## config.mk

```make
export PLATFORM = sky130hd
export DESIGN_NAME = tmc_measure_ctrl
export DESIGN_NICKNAME = d
export VERILOG_FILES = /design/src/tmc_pkg.sv /design/src/tmc_measure_ctrl.sv /design/src/tmc_result_store.sv
export SDC_FILE = /design/constraint.sdc
export NUM_CORES = 1
export LEC_CHECK = 0
export BUFFER_PORTS_ARGS = -buffer_cell sky130_fd_sc_hd__buf_2
export CORE_ASPECT_RATIO = 0.75
export CORE_MARGIN = 2
export CORE_UTILIZATION = 52
export DETAILED_ROUTE_END_ITERATION = 10
export PLACE_DENSITY = 0.76
export SLEW_MARGIN = 5
export SYNTH_ARGS = -nofsm -noshare
export SYNTH_HDL_FRONTEND = slang
export SYNTH_SLANG_ARGS = --single-unit
```

## constraint.sdc

```tcl
create_clock -name sys_clk -period 2.97 [get_ports sys_clk]
set_input_delay 0.594 -clock sys_clk [delete_from_list [all_inputs] [get_ports sys_clk]]
set_output_delay 0.594 -clock sys_clk [all_outputs]
set_load 0.01 [all_outputs]
```

## src/tmc_pkg.sv

```systemverilog
/*
  Package for the temperature measurement control block: field layouts,
  reset values, timing figures and the state and carrier types.
  Assumes a single 50 MHz system clock and a synchronous active-high reset.
*/
package tmc_pkg;

  // ----------------------------------------------------------------------
  // Clock and timing
  // ----------------------------------------------------------------------
  localparam int CLK_FREQ_HZ = 50_000_000;
  localparam int CLK_PER_US = CLK_FREQ_HZ / 1_000_000;
  localparam int CLK_PER_MS = CLK_FREQ_HZ / 1_000;
  // Conversion durations in microseconds
  localparam int CONV_DUR_LOW_US = 4000;
  localparam int CONV_DUR_MED_US = 5500;
  localparam int CONV_DUR_HIGH_US = 10500;
  localparam int CONV_DUR_LOW_CYC = CONV_DUR_LOW_US * CLK_PER_US;
  localparam int CONV_DUR_MED_CYC = CONV_DUR_MED_US * CLK_PER_US;
  localparam int CONV_DUR_HIGH_CYC = CONV_DUR_HIGH_US * CLK_PER_US;
  // Periodic intervals in milliseconds (0.5, 1, 2, 4, 10 per second)
  localparam int TPER_HALF_MS = 2000;
  localparam int TPER_ONE_MS = 1000;
  localparam int TPER_TWO_MS = 500;
  localparam int TPER_FOUR_MS = 250;
  localparam int TPER_TEN_MS = 100;
  localparam int TPER_HALF_CYC = TPER_HALF_MS * CLK_PER_MS;
  localparam int TPER_ONE_CYC = TPER_ONE_MS * CLK_PER_MS;
  localparam int TPER_TWO_CYC = TPER_TWO_MS * CLK_PER_MS;
  localparam int TPER_FOUR_CYC = TPER_FOUR_MS * CLK_PER_MS;
  localparam int TPER_TEN_CYC = TPER_TEN_MS * CLK_PER_MS;

  // ----------------------------------------------------------------------
  // Encodings and reset values
  // ----------------------------------------------------------------------
  localparam logic [2:0] RATE_SINGLE = 3'h0;
  localparam logic [2:0] RATE_HALF = 3'h1;
  localparam logic [2:0] RATE_ONE = 3'h2;
  localparam logic [2:0] RATE_TWO = 3'h3;
  localparam logic [2:0] RATE_FOUR = 3'h4;
  localparam logic [2:0] RATE_TEN = 3'h5;
  localparam logic [1:0] REP_LOW = 2'h0;
  localparam logic [1:0] REP_MED = 2'h1;
  localparam logic [1:0] REP_HIGH = 2'h2;
  // Celsius offset of the reading, 40 degrees in 1/256 units
  localparam logic [15:0] TEMP_OFFSET_Q8 = 16'h2800;
  localparam logic [7:0] CFG_RESET = 8'h00;
  localparam logic [7:0] CFG_WRITE_MASK = 8'h9F;
  localparam logic [15:0] READING_RESET = 16'h0000;
  // Status byte bit positions
  localparam int ST_MEASURING_BIT = 0;
  localparam int ST_ALARM_BIT = 2;
  localparam int ST_RESET_SEEN_BIT = 3;
  localparam int ST_CMD_OK_BIT = 4;
  localparam int ST_CRC_BAD_BIT = 5;
  // Result store layout
  localparam int STORE_DEPTH = 2;
  localparam logic STORE_LOW_BYTE = 1'b0;
  localparam logic STORE_HIGH_BYTE = 1'b1;

  // ----------------------------------------------------------------------
  // Types
  // ----------------------------------------------------------------------
  typedef struct packed {
    logic alarm_enable;
    logic [1:0] reserved;
    logic [2:0] sample_rate_select;
    logic [1:0] repeatability;
  } tmc_config_t;

  typedef enum logic [1:0] {TMC_IDLE, TMC_CONVERT, TMC_WAIT} tmc_state_t;

  // Events arriving from the serial protocol engines
  typedef struct packed {
    logic begin_conversion;
    logic config_write;
    logic [7:0] config_data;
    logic command_done;
    logic command_ok;
    logic write_seq_done;
    logic write_crc_bad;
    logic reset_flag_clear;
  } tmc_host_req_t;

  // Analog front end handshake
  typedef struct packed {
    logic [15:0] sample_q8;
    logic alarm_condition;
  } tmc_adc_in_t;

endpackage

```

## src/tmc_measure_ctrl.sv

```systemverilog
/*
  Measurement control core of the digital thermometer: conversion
  sequencing in single and periodic modes, the reading, the configuration
  byte and the status byte.
  A start request during a conversion or a periodic run is dropped
  without any sign; the host sees the activity only in status bit 0.
  The cycle counter is 32 bits wide, enough for the slowest period at
  the default clock; a much faster clock would need a wider counter.
  Assumes the serial engines deliver decoded one-cycle event pulses, and
  that the analog front end holds a valid sample while conversion runs.
  The threshold comparison itself lives outside; only its verdict is
  sampled here, at the end of each conversion.
*/
// Summary of operation
// After reset the block idles and converts nothing until commanded.
// Begin-conversion starts a measurement; the result lands in the reading.
// Repeatability resets to low, the shortest conversion.
// Reading is 16-bit two's complement, one LSB is 1/256 degree.
// Bit 15 is sign, bits 14:8 integer, bits 7:0 fraction.
// Reading is offset coded: Celsius equals 40 plus reading/256.
// Non-single rate makes one command repeat conversions at that interval.
// Configuration bit 7 enables the alarm; resets to zero.
// Configuration bits 4:2 select the periodic rate, default single.
// Bits 1:0 choose conversion time: 4, 5.5 or 10.5 ms.
// Host waits a full new conversion after changing repeatability.
// Status bit 0 shows a measurement is running; resets to zero.
// Status bit 2 shows the alarm has triggered; resets to zero.
// Status bit 4 shows last command accepted; resets to zero.
// Status bit 5 flags bad write checksum; resets to zero.
// Host may instead loop single measurements with its own padding delay.
// Status bit 3 reports a detected system reset.
// Reserved configuration and status bits read zero, ignore writes.
`timescale 1ns/10ps
module tmc_measure_ctrl
  import tmc_pkg::*;
#(
  parameter int CONV_LOW_CYCLES = CONV_DUR_LOW_CYC,
  parameter int CONV_MED_CYCLES = CONV_DUR_MED_CYC,
  parameter int CONV_HIGH_CYCLES = CONV_DUR_HIGH_CYC,
  parameter int PERIOD_HALF_CYCLES = TPER_HALF_CYC,
  parameter int PERIOD_ONE_CYCLES = TPER_ONE_CYC,
  parameter int PERIOD_TWO_CYCLES = TPER_TWO_CYC,
  parameter int PERIOD_FOUR_CYCLES = TPER_FOUR_CYC,
  parameter int PERIOD_TEN_CYCLES = TPER_TEN_CYC
)
(
  input wire logic sys_clk,
  input wire logic rst,
  input wire tmc_host_req_t host_req,
  input wire tmc_adc_in_t adc_in,
  input wire logic reading_byte_sel,
  output logic adc_active,
  output logic [15:0] temperature_reading,
  output logic [7:0] reading_byte,
  output logic [7:0] measurement_config,
  output logic [7:0] device_status,
  output logic reading_update
);

  // ----------------------------------------------------------------------
  // State record
  // ----------------------------------------------------------------------
  typedef struct packed {
    // Sequencer
    tmc_state_t fsm;
    logic [31:0] count;
    logic periodic_run;
    logic [2:0] run_rate;
    logic [1:0] run_rep;
    // Configuration and result
    tmc_config_t cfg;
    logic [15:0] reading;
    logic reading_update;
    // Status flags
    logic alarm_seen;
    logic reset_seen;
    logic reset_pending;
    logic cmd_ok;
    logic crc_bad;
    // Registered pin copies
    logic measuring;
    logic converting;
  } tmc_ctrl_state_t;

  tmc_ctrl_state_t state;
  tmc_ctrl_state_t next_state;

  // ----------------------------------------------------------------------
  // Timing lookups
  // ----------------------------------------------------------------------
  // Code 11 is undefined; treated as high so the wait is never too short
  function automatic logic [31:0] conv_cycles(input logic [1:0] rep);
    logic [31:0] cyc;
    cyc = 32'(CONV_HIGH_CYCLES);
    case (rep)
      REP_LOW: cyc = 32'(CONV_LOW_CYCLES);
      REP_MED: cyc = 32'(CONV_MED_CYCLES);
      REP_HIGH: cyc = 32'(CONV_HIGH_CYCLES);
      default: cyc = 32'(CONV_HIGH_CYCLES);
    endcase
    return cyc;
  endfunction

  // Interval from one conversion start to the next
  // Undefined rate codes never reach here while a run is going
  function automatic logic [31:0] period_cycles(input logic [2:0] rate);
    logic [31:0] cyc;
    cyc = 32'(PERIOD_ONE_CYCLES);
    case (rate)
      RATE_HALF: cyc = 32'(PERIOD_HALF_CYCLES);
      RATE_ONE: cyc = 32'(PERIOD_ONE_CYCLES);
      RATE_TWO: cyc = 32'(PERIOD_TWO_CYCLES);
      RATE_FOUR: cyc = 32'(PERIOD_FOUR_CYCLES);
      RATE_TEN: cyc = 32'(PERIOD_TEN_CYCLES);
      default: cyc = 32'(PERIOD_ONE_CYCLES);
    endcase
    return cyc;
  endfunction

  // Rates 110 and 111 are undefined and behave as single shots
  function automatic logic is_periodic(input logic [2:0] rate);
    return (rate >= RATE_HALF) && (rate <= RATE_TEN);
  endfunction

  // Offset coding: absolute Celsius*256 minus 40 degrees
  // Wraps modulo 2^16, the same as the reading on the pins
  function automatic logic [15:0] offset_code(input logic [15:0] abs_q8);
    return abs_q8 - TEMP_OFFSET_Q8;
  endfunction

  // ----------------------------------------------------------------------
  // Sequencer decisions
  // ----------------------------------------------------------------------
  // A start is taken only from rest; a repeat request mid-run has no effect
  logic start_taken;
  logic conv_done;
  logic period_done;

  assign start_taken = host_req.begin_conversion && !state.measuring &&
    (state.fsm == TMC_IDLE);
  // Counts include the start edge, so each compare lands on the exact cycle
  assign conv_done = state.count >= conv_cycles(state.run_rep);
  assign period_done = state.count >= period_cycles(state.run_rate);

  // ----------------------------------------------------------------------
  // Next-state logic
  // ----------------------------------------------------------------------
  always_comb begin
    // Hold by default; the two pulse fields fall back to zero
    next_state = state;
    next_state.reading_update = 1'b0;
    next_state.reset_pending = 1'b0;

    // Configuration write; reserved bits dropped on the way in
    // A new rate or repeatability takes effect at the next start
    if (host_req.config_write) begin
      next_state.cfg = tmc_config_t'(host_req.config_data & CFG_WRITE_MASK);
      // Selecting single rate ends a running periodic sequence
      if (!is_periodic(host_req.config_data[4:2])) begin
        next_state.periodic_run = 1'b0;
      end
    end

    // Conversion sequencer
    case (state.fsm)
      TMC_IDLE: begin
        // Nothing happens here until the host asks
        if (start_taken) begin
          next_state.fsm = TMC_CONVERT;
          next_state.count = 32'h0000_0001;
          next_state.run_rep = state.cfg.repeatability;
          next_state.run_rate = state.cfg.sample_rate_select;
          next_state.periodic_run = is_periodic(state.cfg.sample_rate_select);
        end
      end
      // Count up to the conversion length latched at the start
      TMC_CONVERT: begin
        next_state.count = state.count + 32'h0000_0001;
        if (conv_done) begin
          next_state.reading = offset_code(adc_in.sample_q8);
          next_state.reading_update = 1'b1;
          // Alarm tracking only while enabled; latched until disabled
          if (state.cfg.alarm_enable && adc_in.alarm_condition) begin
            next_state.alarm_seen = 1'b1;
          end
          if (next_state.periodic_run) begin
            next_state.fsm = TMC_WAIT;
          end else begin
            next_state.fsm = TMC_IDLE;
          end
        end
      end
      // Period runs from one start to the next, conversion included
      TMC_WAIT: begin
        next_state.count = state.count + 32'h0000_0001;
        if (!state.periodic_run) begin
          next_state.fsm = TMC_IDLE;
        end else if (period_done) begin
          // Restart with the current repeatability, no command needed
          next_state.fsm = TMC_CONVERT;
          next_state.count = 32'h0000_0001;
          next_state.run_rep = state.cfg.repeatability;
          next_state.run_rate = state.cfg.sample_rate_select;
        end
      end
      // Illegal encoding recovers to rest
      default: begin
        next_state.fsm = TMC_IDLE;
      end
    endcase

    // Alarm flag drops when the function is switched off
    if (!next_state.cfg.alarm_enable) begin
      next_state.alarm_seen = 1'b0;
    end

    // Last command outcome
    if (host_req.command_done) begin
      next_state.cmd_ok = host_req.command_ok;
    end

    // Last write sequence checksum outcome
    if (host_req.write_seq_done) begin
      next_state.crc_bad = host_req.write_crc_bad;
    end

    // Reset flag: the set after reset wins over a clear in the same cycle
    if (host_req.reset_flag_clear) begin
      next_state.reset_seen = 1'b0;
    end
    if (state.reset_pending) begin
      next_state.reset_seen = 1'b1;
    end

    // Pin copies from the settled next state, so outputs leave flip-flops
    next_state.converting = (next_state.fsm == TMC_CONVERT);
    next_state.measuring = next_state.periodic_run | next_state.converting;
  end

  // ----------------------------------------------------------------------
  // State register
  // ----------------------------------------------------------------------
  // Reset takes constants only; the reset flag is raised one edge later
  always_ff @(posedge sys_clk) begin
    if (rst) begin
      state.fsm <= TMC_IDLE;
      state.count <= 32'h0000_0000;
      state.periodic_run <= 1'b0;
      state.run_rate <= RATE_SINGLE;
      state.run_rep <= REP_LOW;
      state.cfg <= tmc_config_t'(CFG_RESET);
      state.reading <= READING_RESET;
      state.reading_update <= 1'b0;
      state.alarm_seen <= 1'b0;
      state.reset_seen <= 1'b0;
      state.reset_pending <= 1'b1;
      state.cmd_ok <= 1'b0;
      state.crc_bad <= 1'b0;
      // Pin copies follow the idle sequencer
      state.measuring <= 1'b0;
      state.converting <= 1'b0;
    end else begin
      state <= next_state;
    end
  end

  // ----------------------------------------------------------------------
  // Result store for byte-wise reads
  // ----------------------------------------------------------------------
  // Fed from the next state so both bytes land on the update edge;
  // a byte read therefore never mixes an old and a new half
  tmc_result_store u_store (
    .sys_clk(sys_clk),
    .rst(rst),
    .wr_en(next_state.reading_update),
    .wr_word(next_state.reading),
    .rd_addr(reading_byte_sel),
    .rd_byte(reading_byte)
  );

  // ----------------------------------------------------------------------
  // Outputs
  // ----------------------------------------------------------------------
  // Status byte; reserved bits tied low
  always_comb begin
    device_status = 8'h00;
    device_status[ST_MEASURING_BIT] = state.measuring;
    device_status[ST_ALARM_BIT] = state.alarm_seen;
    device_status[ST_RESET_SEEN_BIT] = state.reset_seen;
    device_status[ST_CMD_OK_BIT] = state.cmd_ok;
    device_status[ST_CRC_BAD_BIT] = state.crc_bad;
  end

  // Registered values straight to the pins
  assign measurement_config = state.cfg;
  assign temperature_reading = state.reading;
  assign reading_update = state.reading_update;
  assign adc_active = state.converting;

endmodule

```

## src/tmc_result_store.sv

```systemverilog
/*
  Two-byte store for the temperature reading, byte addressed for the
  serial engines. Read data come out of a register one cycle after the
  address. Assumes writes and reads are on the same clock.
*/
`timescale 1ns/10ps
module tmc_result_store
  import tmc_pkg::*;
(
  input wire logic sys_clk,
  input wire logic rst,
  input wire logic wr_en,
  input wire logic [15:0] wr_word,
  input wire logic rd_addr,
  output logic [7:0] rd_byte
);

  // ----------------------------------------------------------------------
  // Storage
  // ----------------------------------------------------------------------
  typedef struct packed {
    logic [STORE_DEPTH-1:0][7:0] mem;
    logic [7:0] rd_byte;
  } tmc_store_state_t;

  tmc_store_state_t state;
  tmc_store_state_t next_state;

  // Whole word written at once so the two bytes never tear
  always_comb begin
    next_state = state;
    if (wr_en) begin
      next_state.mem[STORE_LOW_BYTE] = wr_word[7:0];
      next_state.mem[STORE_HIGH_BYTE] = wr_word[15:8];
    end
    next_state.rd_byte = state.mem[rd_addr];
  end

  always_ff @(posedge sys_clk) begin
    if (rst) begin
      state <= '0;
    end else begin
      state <= next_state;
    end
  end

  assign rd_byte = state.rd_byte;

endmodule
```

==> results.py <==
metrics = {
    "status": {
        "status": "complete, but fails checks",
        "violations": "setup timing",
    },
    "sta": {
        "rsz0062_at_grt": "yes",
        "setup_slack_ns": -0.03663,
        "slew_headroom_pct": 60.08,
        "fin_worst_skew_ns": 0.009502,
        "whs_ns": 0.4441,
        "tightest_slew_ns": 0.5933,
        "setup_viol": 6,
        "tns_ns": -0.07325,
        "fin_crit_ns": 3.007,
        "period_share_pct": 101.2,
        "hold_viol_final": 0,
        "max_freq_ghz": 0.3326,
        "drv_slew": 0,
    },
    "route": {
        "vias": 4801,
        "drc": 0,
        "ant_nets": 0,
        "vias_per_cell": 5.695,
        "drt_wl_total_mm": 13.54,
        "drtIter0Drc": 363,
        "post_drt_wl_per_cell_microns": 16.06,
        "drt_first_pass_iters": 5,
    },
    "cells_and_area": {
        "nets": 779,
        "fin_area_sq_um": 6690,
        "nFillCells": 807,
        "regArea_sq_um": 1891,
        "n_antenna_cell": 0,
        "area_delta_synth_final_pct": 22.16,
        "drive_gt1_share_pct": 28.43,
        "multi_input_area_sq_um": 3397,
        "fin_util_pct": 65.27,
        "stdcell_count": 843,
    },
    "placement": {
        "place_ws_ns": -0.1949,
        "hpwl_mm": 9.672,
        "dp.cells": 820,
        "postPlaceCellArea_sq_um": 5959,
        "numPortBuffers": 69,
        "place_congestion": 0.9434,
    },
    "synth": {
        "synth.most_common_cell": "dfxtp_1",
        "yosys.area.top_type": "dfxtp_1",
        "syn_area_per_cell_sq_um": 8.611,
        "async_flop_share_pct": 0,
        "synth.yosys.seq_area_share_pct": 34.36,
        "yosys-top-cells-count": "dfxtp_1 (94), nor2_1 (55), nand2_1 (51)",
        "synth_seq_cells": 94,
        "synth-compound-area-share_pct": 14.07,
        "synth_top_area_share_pct": 34.36,
        "synth_edf_count": 0,
        "ys_warn_count": 0,
        "synthMuxAreaShare_pct": 9.139,
        "synthTopCellsByArea": "dfxtp_1 (34%), ha_1 (9.6%), mux2i_1 (9.1%)",
        "ys.flop_type": "dfxtp_1",
        "netlist_area_sq_um": 5477,
        "synth_xor_xnor_area_share_pct": 2.079,
        "synthSimpleGateAreaFrac_pct": 20.72,
        "synth.distinct_cells": 63,
        "yosys.area_share.adder_pct": 9.778,
        "synth_top_family_by_area": "simple AND/OR/NAND/NOR gates",
        "netlist_instances": 636,
    },
    "cts": {
        "cts_tree": "built",
        "clkLatencyLatePin_ns": 0.35,
        "cts_buffers": 9,
        "cts_buffer_depth": 2,
        "cts-htree-levels": 3,
        "ctsHoldBuffers": 0,
        "cts_num_sinks": 94,
        "root_buffer": "clkbuf_16",
        "clkTransAtPathRegs_ns": 0.07,
    },
    "grt": {
        "grt_pass1_wl_mm": 21.42,
        "grt_usage_pct": 23.76,
        "met1_usage_pct": 32.40,
        "busiest_layer": "met2",
        "antenna_found_initial": 0,
        "met2_usage_pct": 36.62,
        "grt_pass1_vias": 4504,
        "grt_max_degree": 60,
        "grt.overflow.total": 0,
        "met3_usage_pct": 5.480,
    },
    "pwr": {
        "power.total_mw": 2.884,
        "power.density_nw_per_um2": 431.1,
        "vdd_ir_drop_max_uv": 298.3,
        "power.leakage_nw": 2.877,
    },
    "floorplanning": {
        "chipWidth_microns": 122.5,
        "num_rows": 32,
        "num_io_pins": 77,
        "start_util_pct": 53.43,
        "dieHeight_microns": 92.88,
        "core_sq_um": 10250,
        "dieArea_sq_um": 11380,
    },
    "critical_path": {
        "crit_fanout": 5,
        "startpoint_type": "register",
        "required_ns": 3.20,
        "end_kind": "register",
        "arrival_ns": 3.24,
        "reg2reg_depth": 13,
        "path_class": "register to register",
    },
    "worst_hold_path": {
        "min_path_cells": 2,
        "hp-class": "register to register",
    },
    "run": {
        "maxCapViolCount": 0,
    },
}
==> sequential cells by signal (all words and copies together), names as in the netlist <==
register and cells:
temperature_reading 16, device_status 5, u_store.state 16, reading_update 1, u_store.rd_byte 8, measurement_config 6, adc_active 1, state 41
==> routing by layer <==
layer | routed length (microns) | vias up
met4 | 188 | 0
met1 | 6177 | 2268
met3 | 873 | 16
met2 | 6296 | 165
li1 | - | 2352
met5 | 0 | -
==> path summary, 6_finish.rpt <==
| kind | start | to | slack (ns) |
|---|---|---|---|
| hold / removal | state[4]$_DFF_P_ | device_status[3]$_SDFFE_PP0P_ | 0.44 |
| setup / recovery | state[35]$_SDFFE_PP0P_ | state[64]$_SDFFE_PP0P_ | -0.04 |
| setup reg to reg | state[35]$_SDFFE_PP0P_ | state[64]$_SDFFE_PP0P_ | -0.04 |
| hold reg to reg | state[4]$_DFF_P_ | device_status[3]$_SDFFE_PP0P_ | 0.44 |
==> critical path: stages (launching register included) <==
cell and delay, ns:
dfxtp_4 0.37, buf_6 0.12, nor3b_4 0.22, inv_2 0.07, ha_4 0.27, nand4_1 0.17
nor4_2 0.32, a21oi_2 0.12, a2111oi_4 0.30, buf_4 0.20, o41ai_4 0.12, buf_4 0.19
and2_4 0.14, a221o_1 0.28
==> final cells by class <==
cell class                      instances  share of cell area [%]
Multi-Input combinational cell        444                   50.78
Sequential cell                        94                   28.26
Timing Repair Buffer                  120                   11.82
Clock buffer                           10                   3.572
Tap cell                              136                   2.543
Inverter                               33                   1.889
Clock inverter                          6                   1.141
==> placed cells by master, fill, tap and decap left out, types with 4 or more instances in the layout <==
cell type  instances
a31oi_1            9
nand2b_1           9
o21ai_2            5
nand4_1           14
nor4_1             6
nor2_1            54
o21a_1             4
and2_1             7
mux2i_1           49
buf_2             69
o31ai_2            7
xnor2_1           10
ha_1              32
buf_6             10
clkbuf_16          9
and4_1             5
o21ai_0            8
nor3_1            12
o21ai_1            5
and3_1            11
a21o_1             4
a21oi_2            6
conb_1             5
a21oi_1           19
nand2_1           49
nand3_1           29
a41oi_1            5
ha_4              10
buf_4             39
inv_1             30
dfxtp_1           91
==> kinds of logic (layout without fill, tap and decap cells) <==
kind of cell               after synthesis  after routing
AOI/OAI and AO/OA                      108            108
xor gates and xnor gates                13             13
adders and majority gates               43             43
buffers and inverters                  102            169
DFF                                     94             94
muxes                                   50             50
other                                    1              5
and+or+nand+nor                        225            225
==> power breakdown <==
part	internal, mW	switching (mW)
sequential	1.28	0.0175
combinational	0.156	0.216
clock	0.691	0.524
total	2.13	0.757
==> what timing repair did <==
action                                  in CTS  in global routing
cloned                                       0                  0
resized for setup                           18                 61
setup buffers                                3                  5
pin swaps                                    8                 18
endpoints found under the setup margin      40                 73
(Power assumes the default switching activity.)
